==> src/rtl/srcc_pkg.sv <==
// Constants, types and command codes of the status and common-command block.
// Assumes one 100 MHz clock and a command decoder ahead of this block.
// Functional notes
// - An 8-bit service request mask enables status byte summary bits individually.
// - Host writes the mask with a weighted integer; device loads it.
// - Mask 16 requests service only on message available bit 4.
// - Mask 48 enables requests from message available and event summary.
// - Any enabled mask bit lets enabled status bits raise the request flag.
// - Mask clears to zero at power-up and on device clear.
// - Mask query returns the mask with bit 6 reading zero.
// - Both links carry the same command set to this block.
// - Bus side implements listed interface subsets, incl. service request.
// - Clear status clears events; message available only if first in line.
// - Event enable write loads mask; out of range sets cannot-run error.
// - Event enable query returns the last written event enable mask.
// - Event status query returns the register and then clears it.
// - Identification query returns four comma-separated fields.
// - Operation complete command sets operation complete bit.
// - Operation complete query queues the ASCII character 1.
// - Reset command leaves status byte and event register unchanged.
// - Message available sets on queued response, clears after terminator sent.
// - Bit 6 is summary on status query, request flag on serial poll.
// - Event register bit layout; bits 1 and 6 always read zero.
// - Bit 6 of a written service request mask is ignored.
package srcc_pkg;

   // ****************************************
   // Field positions and reset values
   // ****************************************
   localparam int STB_MAV_POS = 4;
   localparam int STB_ESB_POS = 5;
   localparam int STB_RQS_POS = 6;
   localparam int ESR_OPC_POS = 0;
   localparam int ESR_QYE_POS = 2;
   localparam int ESR_DDE_POS = 3;
   localparam int ESR_EXE_POS = 4;
   localparam int ESR_CME_POS = 5;
   localparam int ESR_PON_POS = 7;
   localparam logic [7:0] SRE_RESET = 8'h00;
   localparam logic [7:0] ESE_RESET = 8'h00;
   localparam logic [7:0] ESR_RESET = 8'h80;
   localparam logic [7:0] SRE_WMASK = 8'hBF;
   localparam logic [7:0] ESR_WMASK = 8'hBD;
   localparam logic [8:0] ARG_MAX = 9'h0FF;
   localparam logic [7:0] ASCII_ONE = 8'h31;
   localparam logic [7:0] ASCII_COMMA = 8'h2C;
   localparam logic [7:0] ASCII_ZERO = 8'h30;
   localparam logic [7:0] ASCII_SPACE = 8'h20;
   localparam int ID_LEN = 26;

   // Arbitrary neutral identity strings
   localparam logic [8*5-1:0] ID_MAKER = 40'h4143_4D45_43;
   localparam logic [8*4-1:0] ID_MODEL = 32'h4D30_3031;

   // ****************************************
   // Command codes from the decoder
   // ****************************************
   typedef enum logic [3:0] {
      CMD_NONE = 4'h0, CMD_CLS = 4'h1, CMD_ESE = 4'h2, CMD_ESEQ = 4'h3,
      CMD_ESRQ = 4'h4, CMD_IDNQ = 4'h5, CMD_OPC = 4'h6, CMD_OPCQ = 4'h7,
      CMD_RST = 4'h8, CMD_SRE = 4'h9, CMD_SREQ = 4'hA, CMD_STBQ = 4'hB
   } srcc_cmd_type;

   typedef struct packed {
      logic valid;
      srcc_cmd_type code;
      logic [8:0] arg;
      logic firstInLine;
   } srcc_req_type;

   typedef struct packed {
      logic queryErr;
      logic devErr;
      logic syntaxErr;
   } srcc_err_type;

endpackage

==> src/rtl/srcc_event_reg.sv <==
// Event status register with enable mask and summary.
// Assumes synchronous active-low reset meaning power-up.
`timescale 1ns/1ps
module srcc_event_reg import srcc_pkg::*; (
   input wire logic clk,
   input wire logic resetn,
   input wire logic [7:0] setBits,
   input wire logic clearAll,
   input wire logic enableWrite,
   input wire logic [7:0] enableData,
   output logic [7:0] status,
   output logic [7:0] enable,
   output logic summary
);
   // Sticky events; a set in the clear cycle wins
   always_ff @(posedge clk) begin
      if (!resetn) begin
         status <= ESR_RESET;
      end else begin
         status <= ((clearAll ? 8'h00 : status) | setBits) & ESR_WMASK;
      end
   end

   // Event enable mask
   always_ff @(posedge clk) begin
      if (!resetn) begin
         enable <= ESE_RESET;
      end else if (enableWrite) begin
         enable <= enableData;
      end
   end

   assign summary = |(status & enable);
endmodule // srcc_event_reg

==> src/rtl/srcc_id_rom.sv <==
// Identification string memory, registered read data.
// Assumes byte index below ID_LEN; serial and versions are parameters.
`timescale 1ns/1ps
module srcc_id_rom import srcc_pkg::*; #(
   parameter logic [8*7-1:0] SERIAL = 56'h3030_3030_3030_30,
   parameter logic [8*3-1:0] MAIN_VER = 24'h312E_30,
   parameter logic [8*3-1:0] DISP_VER = 24'h312E_30
) (
   input wire logic clk,
   input wire logic [4:0] addr,
   output logic [7:0] data
);
   // ****************************************
   // Four comma-separated fields; both versions share the last one
   // ****************************************
   localparam logic [8*ID_LEN-1:0] ID_STR = {ID_MAKER, ASCII_COMMA, ID_MODEL, ASCII_COMMA,
      SERIAL, ASCII_COMMA, MAIN_VER, ASCII_SPACE, DISP_VER};

   // Registered read, first character at index 0
   always_ff @(posedge clk) begin
      data <= ID_STR[8*(ID_LEN-1-int'(addr)) +: 8];
   end
endmodule // srcc_id_rom

==> src/rtl/srcc_status_core.sv <==
// Status byte, service request and common-command execution.
// Assumes decoded commands arrive one per cycle from either link (same set).
`timescale 1ns/1ps
module srcc_status_core import srcc_pkg::*; (
   input wire logic clk,
   input wire logic resetn,
   input wire logic devClear,
   input srcc_req_type req,
   input srcc_err_type errIn,
   input wire logic serialPoll,
   input wire logic panelRequest,
   input wire logic respReady,
   input wire logic termSent,
   output logic reqReady,
   output logic [7:0] respData,
   output logic respValid,
   output logic respLast,
   output logic [7:0] pollByte,
   output logic srqOut,
   output logic deviceReset,
   output logic [7:0] serviceMask
);
   // ****************************************
   // Response sequencer states
   // ****************************************
   typedef enum logic [2:0] {
      ST_IDLE = 3'b001,
      ST_BYTE = 3'b010,
      ST_ROM = 3'b100
   } srcc_state_type;

   srcc_state_type state;
   logic [7:0] service_request_mask;
   logic [7:0] esrSet;
   logic esrClear, eseWrite, esbBit, message_available_flag, service_request_flag, mssBit;
   logic [7:0] esrValue, eseValue, romData, stbValue;
   logic [4:0] romAddr;
   logic take, argOk;
   logic romWait;

   // One command set whichever link delivered it
   assign take = req.valid && reqReady;
   assign argOk = req.arg <= ARG_MAX;

   // ****************************************
   // Event register
   // ****************************************
   // Operation complete, range errors and decoder errors
   always_comb begin
      esrSet = 8'h00;
      esrSet[ESR_OPC_POS] = take && req.code == CMD_OPC;
      esrSet[ESR_EXE_POS] = take && (req.code == CMD_ESE || req.code == CMD_SRE)
         && !argOk;
      esrSet[ESR_QYE_POS] = errIn.queryErr;
      esrSet[ESR_DDE_POS] = errIn.devErr;
      esrSet[ESR_CME_POS] = errIn.syntaxErr;
   end
   assign esrClear = take && (req.code == CMD_CLS || req.code == CMD_ESRQ);
   assign eseWrite = take && req.code == CMD_ESE && argOk;

   srcc_event_reg eventReg (
      .clk(clk),
      .resetn(resetn),
      .setBits(esrSet),
      .clearAll(esrClear),
      .enableWrite(eseWrite),
      .enableData(req.arg[7:0]),
      .status(esrValue),
      .enable(eseValue),
      .summary(esbBit)
   );

   srcc_id_rom idRom (
      .clk(clk),
      .addr(romAddr),
      .data(romData)
   );

   // ****************************************
   // Service request mask
   // ****************************************
   // Reset, device clear and write; *RST leaves it alone
   always_ff @(posedge clk) begin
      if (!resetn || devClear) begin
         service_request_mask <= SRE_RESET;
      end else if (take && req.code == CMD_SRE && argOk) begin
         service_request_mask <= req.arg[7:0] & SRE_WMASK;
      end
   end
   assign serviceMask = service_request_mask;

   // ****************************************
   // Status byte
   // ****************************************
   // Message available: set on queued response, cleared after terminator
   always_ff @(posedge clk) begin
      if (!resetn) begin
         message_available_flag <= 1'b0;
      end else if (respValid && respReady) begin
         message_available_flag <= 1'b1;
      end else if (termSent || (take && req.code == CMD_CLS && req.firstInLine)) begin
         message_available_flag <= 1'b0;
      end
   end

   // Per-bit enable; mask 16 or 48 selects MESSAGE_AVAILABLE_FLAG or MESSAGE_AVAILABLE_FLAG+EVENT_SUMMARY_BIT only
   assign mssBit = |({2'b00, esbBit, message_available_flag, 4'h0} & service_request_mask);
   assign stbValue = {1'b0, mssBit, esbBit, message_available_flag, 4'h0};

   // Request flag: raised on summary, cleared by the poll, set wins
   always_ff @(posedge clk) begin
      if (!resetn) begin
         service_request_flag <= 1'b0;
      end else if (mssBit || panelRequest) begin
         service_request_flag <= 1'b1;
      end else if (serialPoll) begin
         service_request_flag <= 1'b0;
      end
   end

   // Poll byte and SRQ line, registered
   always_ff @(posedge clk) begin
      if (!resetn) begin
         pollByte <= 8'h00;
         srqOut <= 1'b0;
      end else begin
         pollByte <= {1'b0, service_request_flag, stbValue[5:0]};
         srqOut <= service_request_flag;
      end
   end

   // Reset pulse for the rest of the meter
   always_ff @(posedge clk) begin
      if (!resetn) begin
         deviceReset <= 1'b0;
      end else begin
         deviceReset <= take && req.code == CMD_RST;
      end
   end

   // ****************************************
   // Response sequencer
   // ****************************************
   always_ff @(posedge clk) begin
      if (!resetn) begin
         state <= ST_IDLE;
         respValid <= 1'b0;
         respData <= 8'h00;
         respLast <= 1'b0;
         romAddr <= 5'h00;
         romWait <= 1'b0;
         reqReady <= 1'b0;
      end else begin
         unique case (state)
            ST_IDLE: begin
               reqReady <= 1'b1;
               if (take) begin
                  respLast <= 1'b1;
                  unique case (req.code)
                     CMD_ESEQ: begin
                        respData <= eseValue;
                        respValid <= 1'b1;
                        reqReady <= 1'b0;
                        state <= ST_BYTE;
                     end
                     CMD_ESRQ: begin
                        respData <= esrValue;
                        respValid <= 1'b1;
                        reqReady <= 1'b0;
                        state <= ST_BYTE;
                     end
                     CMD_SREQ: begin
                        respData <= service_request_mask & SRE_WMASK;
                        respValid <= 1'b1;
                        reqReady <= 1'b0;
                        state <= ST_BYTE;
                     end
                     CMD_STBQ: begin
                        respData <= stbValue;
                        respValid <= 1'b1;
                        reqReady <= 1'b0;
                        state <= ST_BYTE;
                     end
                     CMD_OPCQ: begin
                        respData <= ASCII_ONE;
                        respValid <= 1'b1;
                        reqReady <= 1'b0;
                        state <= ST_BYTE;
                     end
                     CMD_IDNQ: begin
                        romAddr <= 5'h00;
                        romWait <= 1'b1;
                        reqReady <= 1'b0;
                        respLast <= 1'b0;
                        state <= ST_ROM;
                     end
                     default: begin
                        respValid <= 1'b0;
                     end
                  endcase
               end
            end
            ST_BYTE: begin
               if (respReady) begin
                  respValid <= 1'b0;
                  respLast <= 1'b0;
                  reqReady <= 1'b1;
                  state <= ST_IDLE;
               end
            end
            ST_ROM: begin
               // ROM data valid one cycle after address; wait out the stale byte
               if (!respValid && romWait) begin
                  romWait <= 1'b0;
               end else if (!respValid) begin
                  respValid <= 1'b1;
                  respData <= romData;
                  respLast <= romAddr == 5'(ID_LEN - 1);
               end else if (respReady) begin
                  if (respLast) begin
                     respValid <= 1'b0;
                     respLast <= 1'b0;
                     reqReady <= 1'b1;
                     state <= ST_IDLE;
                  end else begin
                     respValid <= 1'b0;
                     romWait <= 1'b1;
                     romAddr <= romAddr + 5'h01;
                  end
               end
            end
            default: begin
               state <= ST_IDLE;
            end
         endcase
      end
   end

   // ****************************************
   // Checks
   // ****************************************
   mask_clear_a: assert property (@(posedge clk) disable iff (!resetn)
      devClear |=> service_request_mask == 8'h00)
      else $error("mask not cleared by device clear");
   mask_bit6_a: assert property (@(posedge clk) disable iff (!resetn)
      service_request_mask[STB_RQS_POS] == 1'b0)
      else $error("mask bit 6 set");
   mask_load_a: assert property (@(posedge clk) disable iff (!resetn)
      take && req.code == CMD_SRE && argOk && !devClear |=>
      service_request_mask == ($past(req.arg[7:0]) & 8'hBF))
      else $error("mask not loaded");
   mav_only_a: assert property (@(posedge clk) disable iff (!resetn)
      service_request_mask == 8'h10 |-> mssBit == message_available_flag)
      else $error("summary differs from message available");
   both_src_a: assert property (@(posedge clk) disable iff (!resetn)
      service_request_mask == 8'h30 |-> mssBit == (message_available_flag || esbBit))
      else $error("summary wrong for mask 48");
   srq_raise_a: assert property (@(posedge clk) disable iff (!resetn)
      mssBit |-> ##2 srqOut)
      else $error("SRQ not raised");
   opc_set_a: assert property (@(posedge clk) disable iff (!resetn)
      take && req.code == CMD_OPC |=> esrValue[ESR_OPC_POS])
      else $error("operation complete not set");
   opcq_one_a: assert property (@(posedge clk) disable iff (!resetn)
      take && req.code == CMD_OPCQ |=> respValid && respData == 8'h31)
      else $error("operation complete query wrong");
   esr_clear_a: assert property (@(posedge clk) disable iff (!resetn)
      take && req.code == CMD_ESRQ && esrSet == 8'h00 |=> esrValue == 8'h00)
      else $error("event register not cleared");
   ese_range_a: assert property (@(posedge clk) disable iff (!resetn)
      take && req.code == CMD_ESE && !argOk |=> esrValue[ESR_EXE_POS]
      && $stable(eseValue))
      else $error("range error not flagged");
   esr_fixed_a: assert property (@(posedge clk) disable iff (!resetn)
      esrValue[1] == 1'b0 && esrValue[6] == 1'b0)
      else $error("reserved event bits set");
   poll_clear_a: assert property (@(posedge clk) disable iff (!resetn)
      serialPoll && !mssBit && !panelRequest |=> !service_request_flag)
      else $error("poll did not clear request");

   srq_seen_c: cover property (@(posedge clk) disable iff (!resetn) $rose(srqOut));
   idn_done_c: cover property (@(posedge clk) disable iff (!resetn)
      state == ST_ROM && respLast && respReady);
   esr_read_c: cover property (@(posedge clk) disable iff (!resetn)
      take && req.code == CMD_ESRQ && esrValue != 8'h00);
endmodule // srcc_status_core

==> config.mk <==
export PLATFORM = sky130hd
export DESIGN_NAME = srcc_status_core
export DESIGN_NICKNAME = d
export VERILOG_FILES = /design/src/rtl/srcc_pkg.sv /design/src/rtl/srcc_event_reg.sv /design/src/rtl/srcc_id_rom.sv /design/src/rtl/srcc_status_core.sv
export SDC_FILE = /design/constraint.sdc
export NUM_CORES = 1
export LEC_CHECK = 0
export BUFFER_PORTS_ARGS = -buffer_cell sky130_fd_sc_hd__buf_2
export CORE_ASPECT_RATIO = 0.7
export CORE_MARGIN = 4
export CORE_UTILIZATION = 61
export CTS_CLUSTER_DIAMETER = 80
export DETAILED_ROUTE_END_ITERATION = 8
export GPL_TIMING_DRIVEN = 0
export PLACE_DENSITY = 0.85
export RECOVER_POWER = 25
export SLEW_MARGIN = 20
export SYNTH_ARGS = -nofsm -noshare
export SYNTH_HDL_FRONTEND = slang
export SYNTH_HIERARCHICAL = 1
export SYNTH_SLANG_ARGS = --single-unit
==> constraint.sdc <==
create_clock -name clk -period 5.31 [get_ports clk]
set_clock_uncertainty 0.2 [all_clocks]
set_input_delay 0 -clock clk [delete_from_list [all_inputs] [get_ports clk]]
set_output_delay 0 -clock clk [all_outputs]
set_load 0.01 [all_outputs]
==> impl_metrics.ini, run 1 <==
[clock_tree]
clkSinkCount = 54
clockBufferDepth = 2
cts_buffers = 5
clk_pin_slew_ns = 0.11
cts_setup_buffers = 0
ctsHoldBuffers = 32
cts_resized = 0
clkLatencyLatePin_ns = 0.32
htreeDepth = 2
cts_root_buffer = clkbuf_8
cts_tree = yes

[drt]
drt_iter0_drc = 263
drc = 0
viasPerCell = 6.07
vias = 3326
wirelength_um = 9370
ant_nets = 0
drt_pre_antenna_iters = 5
avgRoutedWirePerCell_um = 17.1

[power]
clkPwrFrac = 0.313
power_frac_comb = 0.141
internal_power_uw = 558
p_per_area_mw_per_mm2 = 190
p_seq_frac = 0.546
p_sw_uw = 208
switching_share = 0.272
ir_drop_v = 0.000128
p_leak_nw = 1.75
power_uw = 766

[timing]
setup_viol = 0
maxSlewViolCount = 0
grt_setup_unrepaired = no
hold_ws_ns = 0.0435
period_needed_ns = 2.83
slew_headroom = 0.335
fin_crit_sh = 0.532
hold_viol_final = 0
max_freq_mhz = 354
tns_ns = 0
setup_ws_ns = 2.48
worst_slew_pin_slew_ns = 0.988

[synth]
synth_top_flop_cell = dfxtp_1
synth.distinct_cells = 74
avgSynthCellArea_um2 = 8.60
yosys.area.top_type = dfxtp_1
netlist.area_leader.share = 0.328
seq_area_frac_synth = 0.328
synth_area_leaders = dfxtp_1 33%, mux2i_1 5.8%, nor2b_1 3.8%
synth_seq_cells = 54
syn_area_mm2 = 0.00330
synthArstFlopShare = 0
yosysWarnings = 6
synthCells = 383
synth_edf_count = 0

[die]
rows = 22
core_mm2 = 0.00523
ios = 54
die_area_mm2 = 0.00666
die_w_um = 95.9
start_util = 0.630
dieHeight_um = 69.5

[job]
cap_violations = 0

[placed_design]
dp_slack_ns = 3.11
gp_congestion = 0.931
portBuffers = 46
hpwl_um = 6090

[critical_path]
crit_slowest_cell = dlygate4sd3_1
cpPeakStageDelay_ns = 0.59
worstPathArrival_ns = 2.83
crit_top_cell = dlygate4sd3_1
critPathMaxFanout = 3
cp_cell_sequence = a22oi_1 > nand3_1 > a22o_1 > nor3_1 > dlygate4sd3_1 > nor2_1 > dlygate4sd3_1
cp-end-kind = register
start_kind = register
path_class = reg -> reg
critPathRequiredTime_ns = 5.31

[final_layout]
final_util = 0.771
seq_area_mm2 = 0.00108
drive_gt1_frac = 0.166
fin_nets = 503
fillers = 386
area_growth_syn_to_layout_pct = 22.4
multiInputGateArea_mm2 = 0.00195
antenna_cells = 0

[outcome]
status = complete, no violations

[global_routing]
grt_pass1_wl_um = 14700
overflow = 0
antenna_found_initial = 0
grt_pass1_vias = 2985
grt_use_total = 0.281
grt_start_max_net_pins = 19

[hold_path]
hp-class = in -> reg
## cells by family after synthesis
| logic type | share of synthesized area |
|---|---|
| and+or+nand+nor | 0.248 |
| AOI/OAI and AO/OA | 0.229 |
| DFF | 0.328 |
| buffers and inverters | 0.0888 |
| muxes | 0.0577 |
| xor gates and xnor gates | 0.0342 |
| adders and majority gates | 0.0114 |
| other | 0.00342 |
## area by class of cell
cell class / count / share of cell area
plain buffers: 39 / 0.0661
clock buffers: 5 / 0.0171
inverters: 7 / 0.00652
repair buffers: 78 / 0.131
flip-flops and latches: 54 / 0.268
clock inverters: 3 / 0.00621
well taps: 72 / 0.0223
multi-input cells: 290 / 0.483
## power by group through the flow
stage | Clock [mW] | Sequential [mW] | Combinational (mW)
3_5_place_dp | 0 | 0.427 | 0.0882
6_report | 0.240 | 0.418 | 0.108
2_1_floorplan | 0 | 0.428 | 0.0580
4_1_cts | 0.242 | 0.418 | 0.103
5_1_grt | 0.258 | 0.419 | 0.117
3_3_place_gp | 0 | 0.427 | 0.0865
## metrics by stage
stage | cells | area, µm²
final | 548 | 4030
after global routing | 548 | 4030
after CTS | 548 | 4060
after detailed placement | 508 | 3640
after global placement | 508 | 3640
after floorplan | 390 | 3320
## critical path: cells and delay by family (launching register included)
| kind | cells | cell delay, ns |
|---|---|---|
| buf+inv | 2 | 1.15 |
| compound gates | 2 | 0.55 |
| flops | 1 | 0.35 |
| simple gates | 3 | 0.47 |
## sequential cells by signal, summed over array words and instances (netlist names)
| name | flops |
|---|---|
| eventReg/enable | 8 |
| respData | 8 |
| idRom/data | 7 |
| serviceMask | 7 |
| eventReg/status | 6 |
| romAddr | 5 |
| pollByte | 3 |
| state | 3 |
| deviceReset | 1 |
| message_available_flag | 1 |
| reqReady | 1 |
| respLast | 1 |
| respValid | 1 |
| romWait | 1 |
| service_request_flag | 1 |
## per-layer routing
layer,global-route usage,share of wire,routed length [µm],vias to the layer above
met3,0.0521,0.095,892,24
li1,-,-,-,1557
met5,0,0,0,-
met1,0.400,0.44,4120,1531
met2,0.426,0.45,4190,214
met4,0.0899,0.018,170,0
## worst paths after layout
check	startpoint	to	slack (ns)	cells past startpoint
worst min register to register	service_request_flag	pollByte[6]	0.28	1
worst min-delay path	req[13]	state[2]	0.04	4
worst max-delay path	eventReg/enable[3]	service_request_flag	2.48	7
worst max register to register	eventReg/enable[3]	service_request_flag	2.48	7
## synthesized netlist by cell type (8+ instances only)
| cell type | instances |
|---|---|
| dfxtp_1 | 54 |
| nor2_1 | 30 |
| a21oi_1 | 23 |
| nor2b_1 | 20 |
| mux2i_1 | 19 |
| nand2_1 | 16 |
| nor3_1 | 12 |
| buf_4 | 11 |
| clkbuf_1 | 11 |
| nand2b_1 | 10 |
| a22oi_1 | 9 |
| nand3_1 | 9 |
| buf_2 | 8 |
## cell usage in the layout, fill, tap and decap left out, types with 6 or more instances in the layout
cell type / synthesis / layout
nand3b_1: 6 / 6
buf_6: 6 / 6
buf_2: 8 / 35
nand3_1: 9 / 9
nor2b_1: 20 / 20
nor2_1: 30 / 30
mux2i_1: 19 / 19
a211o_1: 7 / 7
nand2_1: 16 / 16
a31oi_1: 6 / 6
a22oi_1: 9 / 9
clkbuf_8: 2 / 7
nand2b_1: 10 / 10
o21a_1: 7 / 7
inv_1: 6 / 6
a21oi_1: 23 / 23
o21ai_0: 7 / 7
nor3_1: 12 / 12
clkbuf_1: 11 / 30
dlygate4sd3_1: 0 / 32
buf_4: 11 / 11
xor2_1: 7 / 7
dfxtp_1: 54 / 54
conb_1: 3 / 10
No activity file was read; power rests on OpenSTA's default activity.
==> run 2, diff against run 1 <==
--- a/config.mk
+++ b/config.mk
@@ -8,11 +8,11 @@
 export BUFFER_PORTS_ARGS = -buffer_cell sky130_fd_sc_hd__buf_2
 export CORE_ASPECT_RATIO = 0.7
 export CORE_MARGIN = 4
-export CORE_UTILIZATION = 61
+export CORE_UTILIZATION = 57
 export CTS_CLUSTER_DIAMETER = 80
 export DETAILED_ROUTE_END_ITERATION = 8
 export GPL_TIMING_DRIVEN = 0
-export PLACE_DENSITY = 0.85
+export PLACE_DENSITY = 0.8
 export RECOVER_POWER = 25
 export SLEW_MARGIN = 20
 export SYNTH_ARGS = -nofsm -noshare
==> constraint.sdc (replaced) <==
create_clock -name clk -period 2.8 [get_ports clk]
set_clock_uncertainty 0.2 [all_clocks]
set_input_delay 0 -clock clk [delete_from_list [all_inputs] [get_ports clk]]
set_output_delay 0 -clock clk [all_outputs]
set_load 0.01 [all_outputs]
==> impl_metrics.ini, run 2 (synthesis gave the netlist of run 1 again) <==
[outcome]
status = complete, no violations

[hold_path]
hold_path_end = state[2]
hp-class = in -> reg
min_from = req[13]
min_path_cells = 4

[timing]
worst_slew_pin_slew_ns = 0.786
period_needed_ns = 2.75
setup_ws_ns = 0.0537
setup_viol = 0
fin_crit_sh = 0.981
tns_ns = 0
hold_viol_final = 0
max_freq_mhz = 364
slew_headroom = 0.471
maxSlewViolCount = 0

[die]
core_mm2 = 0.00542
die_area_mm2 = 0.00708
start_util = 0.608
die_w_um = 98.9
ios = 54
dieHeight_um = 71.6
rows = 22

[drt]
ant_nets = 0
drt_iter0_drc = 227
drc = 0
avgRoutedWirePerCell_um = 16.7
wirelength_um = 9130
vias = 3244
drt_pre_antenna_iters = 5
viasPerCell = 5.92

[critical_path]
start_kind = register
critPathLaunch = eventReg/enable[7]
worstPathArrival_ns = 2.76
cp-end-kind = register
path_class = reg -> reg
critPathRequiredTime_ns = 2.81
critPathMaxFanout = 3
r2r_slack_ns = 0.05
r2r_cells = 7
r2r_end = service_request_flag
crit-reg2reg-launch = eventReg/enable[7]

[job]
cap_violations = 0

[power]
p_per_area_mw_per_mm2 = 361
ir_drop_v = 0.000240
p_leak_nw = 1.77

[global_routing]
grt_pass1_wl_um = 14900
grt_pass1_vias = 3014
overflow = 0
antenna_found_initial = 0
grt_use_total = 0.258
grt_start_max_net_pins = 19

[final_layout]
layout.cells.most_common = dfxtp_1
final_cell_mix = 54 x dfxtp_1, 35 x buf_2, 33 x dlygate4sd3_1
fin_nets = 503
reg_top3 = eventReg/enable x8, respData x8
area_growth_syn_to_layout_pct = 23.2
fillers = 429
drive_gt1_frac = 0.176
antenna_cells = 0
fin_cells = 548

[placed_design]
hpwl_um = 6120
dp_slack_ns = 0.553
gp_congestion = 0.923
dpl.cell_count = 508
portBuffers = 46

[clock_tree]
cts_tree = yes
clkLatencyLatePin_ns = 0.32
cts_setup_buffers = 0
cts_root_buffer = clkbuf_8
htreeDepth = 2
clkSinkCount = 54
cts_buffers = 5
clockBufferDepth = 2
clk_pin_slew_ns = 0.11
[run 2: final cells by class]
type	count	area (µm²)	share of cell area
Multi-Input combinational cell	290	1970	0.485
Sequential cell	54	1080	0.266
Timing Repair Buffer	79	537	0.132
Inverter	7	26.3	0.00647
Clock buffer	5	68.8	0.0169
Buffer	38	264	0.0650
Tap cell	72	90.1	0.0222
Clock inverter	3	25.0	0.00616
[run 2: stage by stage]
stage / instance area [µm²] / util / power, mW / hold slack (ns)
6_report: 4060 / 0.749 / 1.47 / 0.0243
2_1_floorplan: 3320 / - / 0.921 / -0.0762
3_3_place_gp: 3640 / 0.672 / 0.974 / 0.0112
3_5_place_dp: 3640 / 0.672 / 0.977 / 0.0112
5_1_grt: 4060 / 0.749 / 1.53 / 0.0500
4_1_cts: 4070 / 0.750 / 1.45 / 0.0133
[run 2: worst max path at each step]
stage                            to  slack [ns]  depth (start not counted)
3_5_place_dp            respData[1]        0.55                          6
2_1_floorplan           respData[1]        0.87                          6
6_report       service_request_flag        0.05                          7
3_3_place_gp            respData[3]        0.58                          6
5_1_grt        service_request_flag       -0.04                          7
4_1_cts          eventReg/status[3]        0.06                          6
[run 2: routing by layer]
| layer | vias to the layer above | GRT usage | wire length, µm |
|---|---|---|---|
| met3 | 15 | 0.0428 | 682 |
| li1 | 1555 | - | - |
| met4 | 0 | 0.0864 | 144 |
| met2 | 168 | 0.386 | 4000 |
| met1 | 1506 | 0.378 | 4300 |
| met5 | - | 0 | 0 |
[run 2: what timing repair did]
item / CTS / global route
resized for setup: 0 / 5
endpoints found under the setup margin: 0 / 9
hold buffers: 33 / 0
hold endpoints to repair: 29 / 0
[run 2: worst max-delay path, cell delays in order, from the launching register on]
cell           delay [ns]
dfxtp_1              0.37
a22oi_2              0.20
nand3_1              0.17
a22o_1               0.31
nor3_2               0.20
dlygate4sd3_1        0.58
nor2_1               0.04
dlygate4sd3_1        0.56
[run 2: where the power goes]
group / leakage (nW) / internal, mW / switching [mW]
registers: 0.438 / 0.782 / 0.0117
logic: 1.28 / 0.0967 / 0.109
clock network: 0.0447 / 0.181 / 0.285
total: 1.77 / 1.06 / 0.406
==> run 3, diff against run 2 <==
--- a/config.mk
+++ b/config.mk
@@ -8,11 +8,11 @@
 export BUFFER_PORTS_ARGS = -buffer_cell sky130_fd_sc_hd__buf_2
 export CORE_ASPECT_RATIO = 0.7
 export CORE_MARGIN = 4
-export CORE_UTILIZATION = 57
+export CORE_UTILIZATION = 51
 export CTS_CLUSTER_DIAMETER = 80
 export DETAILED_ROUTE_END_ITERATION = 8
 export GPL_TIMING_DRIVEN = 0
-export PLACE_DENSITY = 0.8
+export PLACE_DENSITY = 0.76
 export RECOVER_POWER = 25
 export SLEW_MARGIN = 20
 export SYNTH_ARGS = -nofsm -noshare
==> constraint.sdc (replaced) <==
create_clock -name clk -period 2.28 [get_ports clk]
set_clock_uncertainty 0.2 [all_clocks]
set_input_delay 0 -clock clk [delete_from_list [all_inputs] [get_ports clk]]
set_output_delay 0 -clock clk [all_outputs]
set_load 0.01 [all_outputs]
==> impl_metrics.ini, run 3 (synthesis gave the netlist of run 1 again) <==
[drt]
drt_pre_antenna_iters = 4
vias = 3121
wirelength_um = 8540
viasPerCell = 5.75
drt_iter0_drc = 196
ant_nets = 0
avgRoutedWirePerCell_um = 15.7
drc = 0

[final_layout]
final_cell_mix = 52 x dfxtp_1, 36 x buf_2, 30 x nor2_1
antenna_cells = 0
fillers = 561
area_growth_syn_to_layout_pct = 20.3
fin_nets = 492
drive_gt1_frac = 0.181
design_area_mm2 = 0.00397
layout.cells.most_common = dfxtp_1
reg_top3 = eventReg/enable x8, respData x8

[die]
die_w_um = 104
start_util = 0.528
dieHeight_um = 75.3
rows = 24
die_area_mm2 = 0.00783
core_mm2 = 0.00625
ios = 54

[power]
p_seq_frac = 0.549
power_mw = 1.78
p_leak_nw = 1.69
p_sw_uw = 482
internal_power_mw = 1.30
ir_drop_v = 0.000298
power_frac_comb = 0.135
clkPwrFrac = 0.316
switching_share = 0.271
p_per_area_mw_per_mm2 = 448

[critical_path]
critPathRequiredTime_ns = 2.29
cpPeakStageDelay_ns = 0.46
cp_cell_sequence = or3b_1 > nor2_2 > a22oi_1 > and2_0 > clkbuf_1 > a22o_1
cp-end-kind = register
start_kind = register
critPathMaxFanout = 7
crit_slowest_cell = dfxtp_2
worstPathArrival_ns = 2.25
path_class = reg -> reg

[clock_tree]
cts_tree = yes
clkLatencyLatePin_ns = 0.31
clockBufferDepth = 2
clk_pin_slew_ns = 0.10
clkSinkCount = 54
cts_root_buffer = clkbuf_8
cts_setup_buffers = 0
cts_buffers = 5
htreeDepth = 2

[placed_design]
portBuffers = 46
place_area_mm2 = 0.00365
dp_slack_ns = 0.0756
hpwl_um = 6140
gp_congestion = 0.950

[timing]
period_needed_ns = 2.24
worst_slew_pin_slew_ns = 0.653
max_freq_mhz = 446
setup_ws_ns = 0.0403
maxSlewViolCount = 0
setup_viol = 0
fin_crit_sh = 0.982
hold_viol_final = 0
hold_ws_ns = 0.0293
slew_headroom = 0.561
grt_setup_unrepaired = yes

[hold_path]
hp-class = in -> reg

[global_routing]
grt_start_max_net_pins = 19
overflow = 0
grt_use_total = 0.215
grt_pass1_wl_um = 13700
grt_pass1_vias = 2711
antenna_found_initial = 0

[outcome]
status = complete, no violations

[job]
cap_violations = 0
-- run 3: final cells by class --
class                   instances  area, µm²  area share
repair buffers                 68        428       0.108
well taps                      78       97.6      0.0246
multi-input cells             290       1970       0.498
clock buffers                   5       68.8      0.0174
flip-flops and latches         54       1080       0.273
plain buffers                  38        263      0.0663
inverters                       7       26.3     0.00663
clock inverters                 3       25.0     0.00631
-- run 3: critical path, delay by kind of cell, from the launching register on --
| family | cells | cell delay (ns) |
|---|---|---|
| AO/OA/AOI/OAI | 2 | 0.44 |
| buffers and inverters | 1 | 0.18 |
| AND/OR/NAND/NOR | 3 | 0.86 |
| flip-flops | 1 | 0.46 |
-- run 3: layer usage --
layer | vias up | share of wire | global-route usage
met5 | - | 0 | 0
met4 | 0 | 0.0084 | 0.0413
met3 | 8 | 0.056 | 0.0360
met2 | 108 | 0.42 | 0.311
met1 | 1473 | 0.52 | 0.336
li1 | 1532 | - | -
-- run 3: repair_timing --
| action | 4_1_cts | 5_1_grt |
|---|---|---|
| endpoints found under the hold margin | 29 | 0 |
| endpoints found under the setup margin | 0 | 17 |
| hold buffers | 22 | 0 |
| resized for setup | 0 | 6 |
-- run 3: final timing paths --
kind	start	end	slack, ns	cells past startpoint
worst min-delay path	req[13]	state[2]	0.03	4
worst min register to register	service_request_flag	pollByte[6]	0.27	1
worst max-delay path	state[0]	respData[3]	0.04	6
worst max register to register	state[0]	respData[3]	0.04	6
-- run 3: power groups by stage --
| stage | Sequential (mW) | Combinational (mW) | Clock (mW) |
|---|---|---|---|
| final | 0.975 | 0.240 | 0.562 |
| after global routing | 0.977 | 0.262 | 0.616 |
| after CTS | 0.973 | 0.234 | 0.570 |
| after detailed placement | 0.995 | 0.205 | 0 |
| after global placement | 0.994 | 0.202 | 0 |
| after floorplan | 0.996 | 0.135 | 0 |
-- run 3: through the flow --
| step | util | TNS, ns | cells |
|---|---|---|---|
| after floorplan | - | 0 | 390 |
| after global placement | 0.584 | 0 | 514 |
| after detailed placement | 0.584 | 0 | 514 |
| after CTS | 0.635 | 0 | 544 |
| after global routing | 0.635 | -0.0270 | 543 |
| final | 0.635 | 0 | 543 |
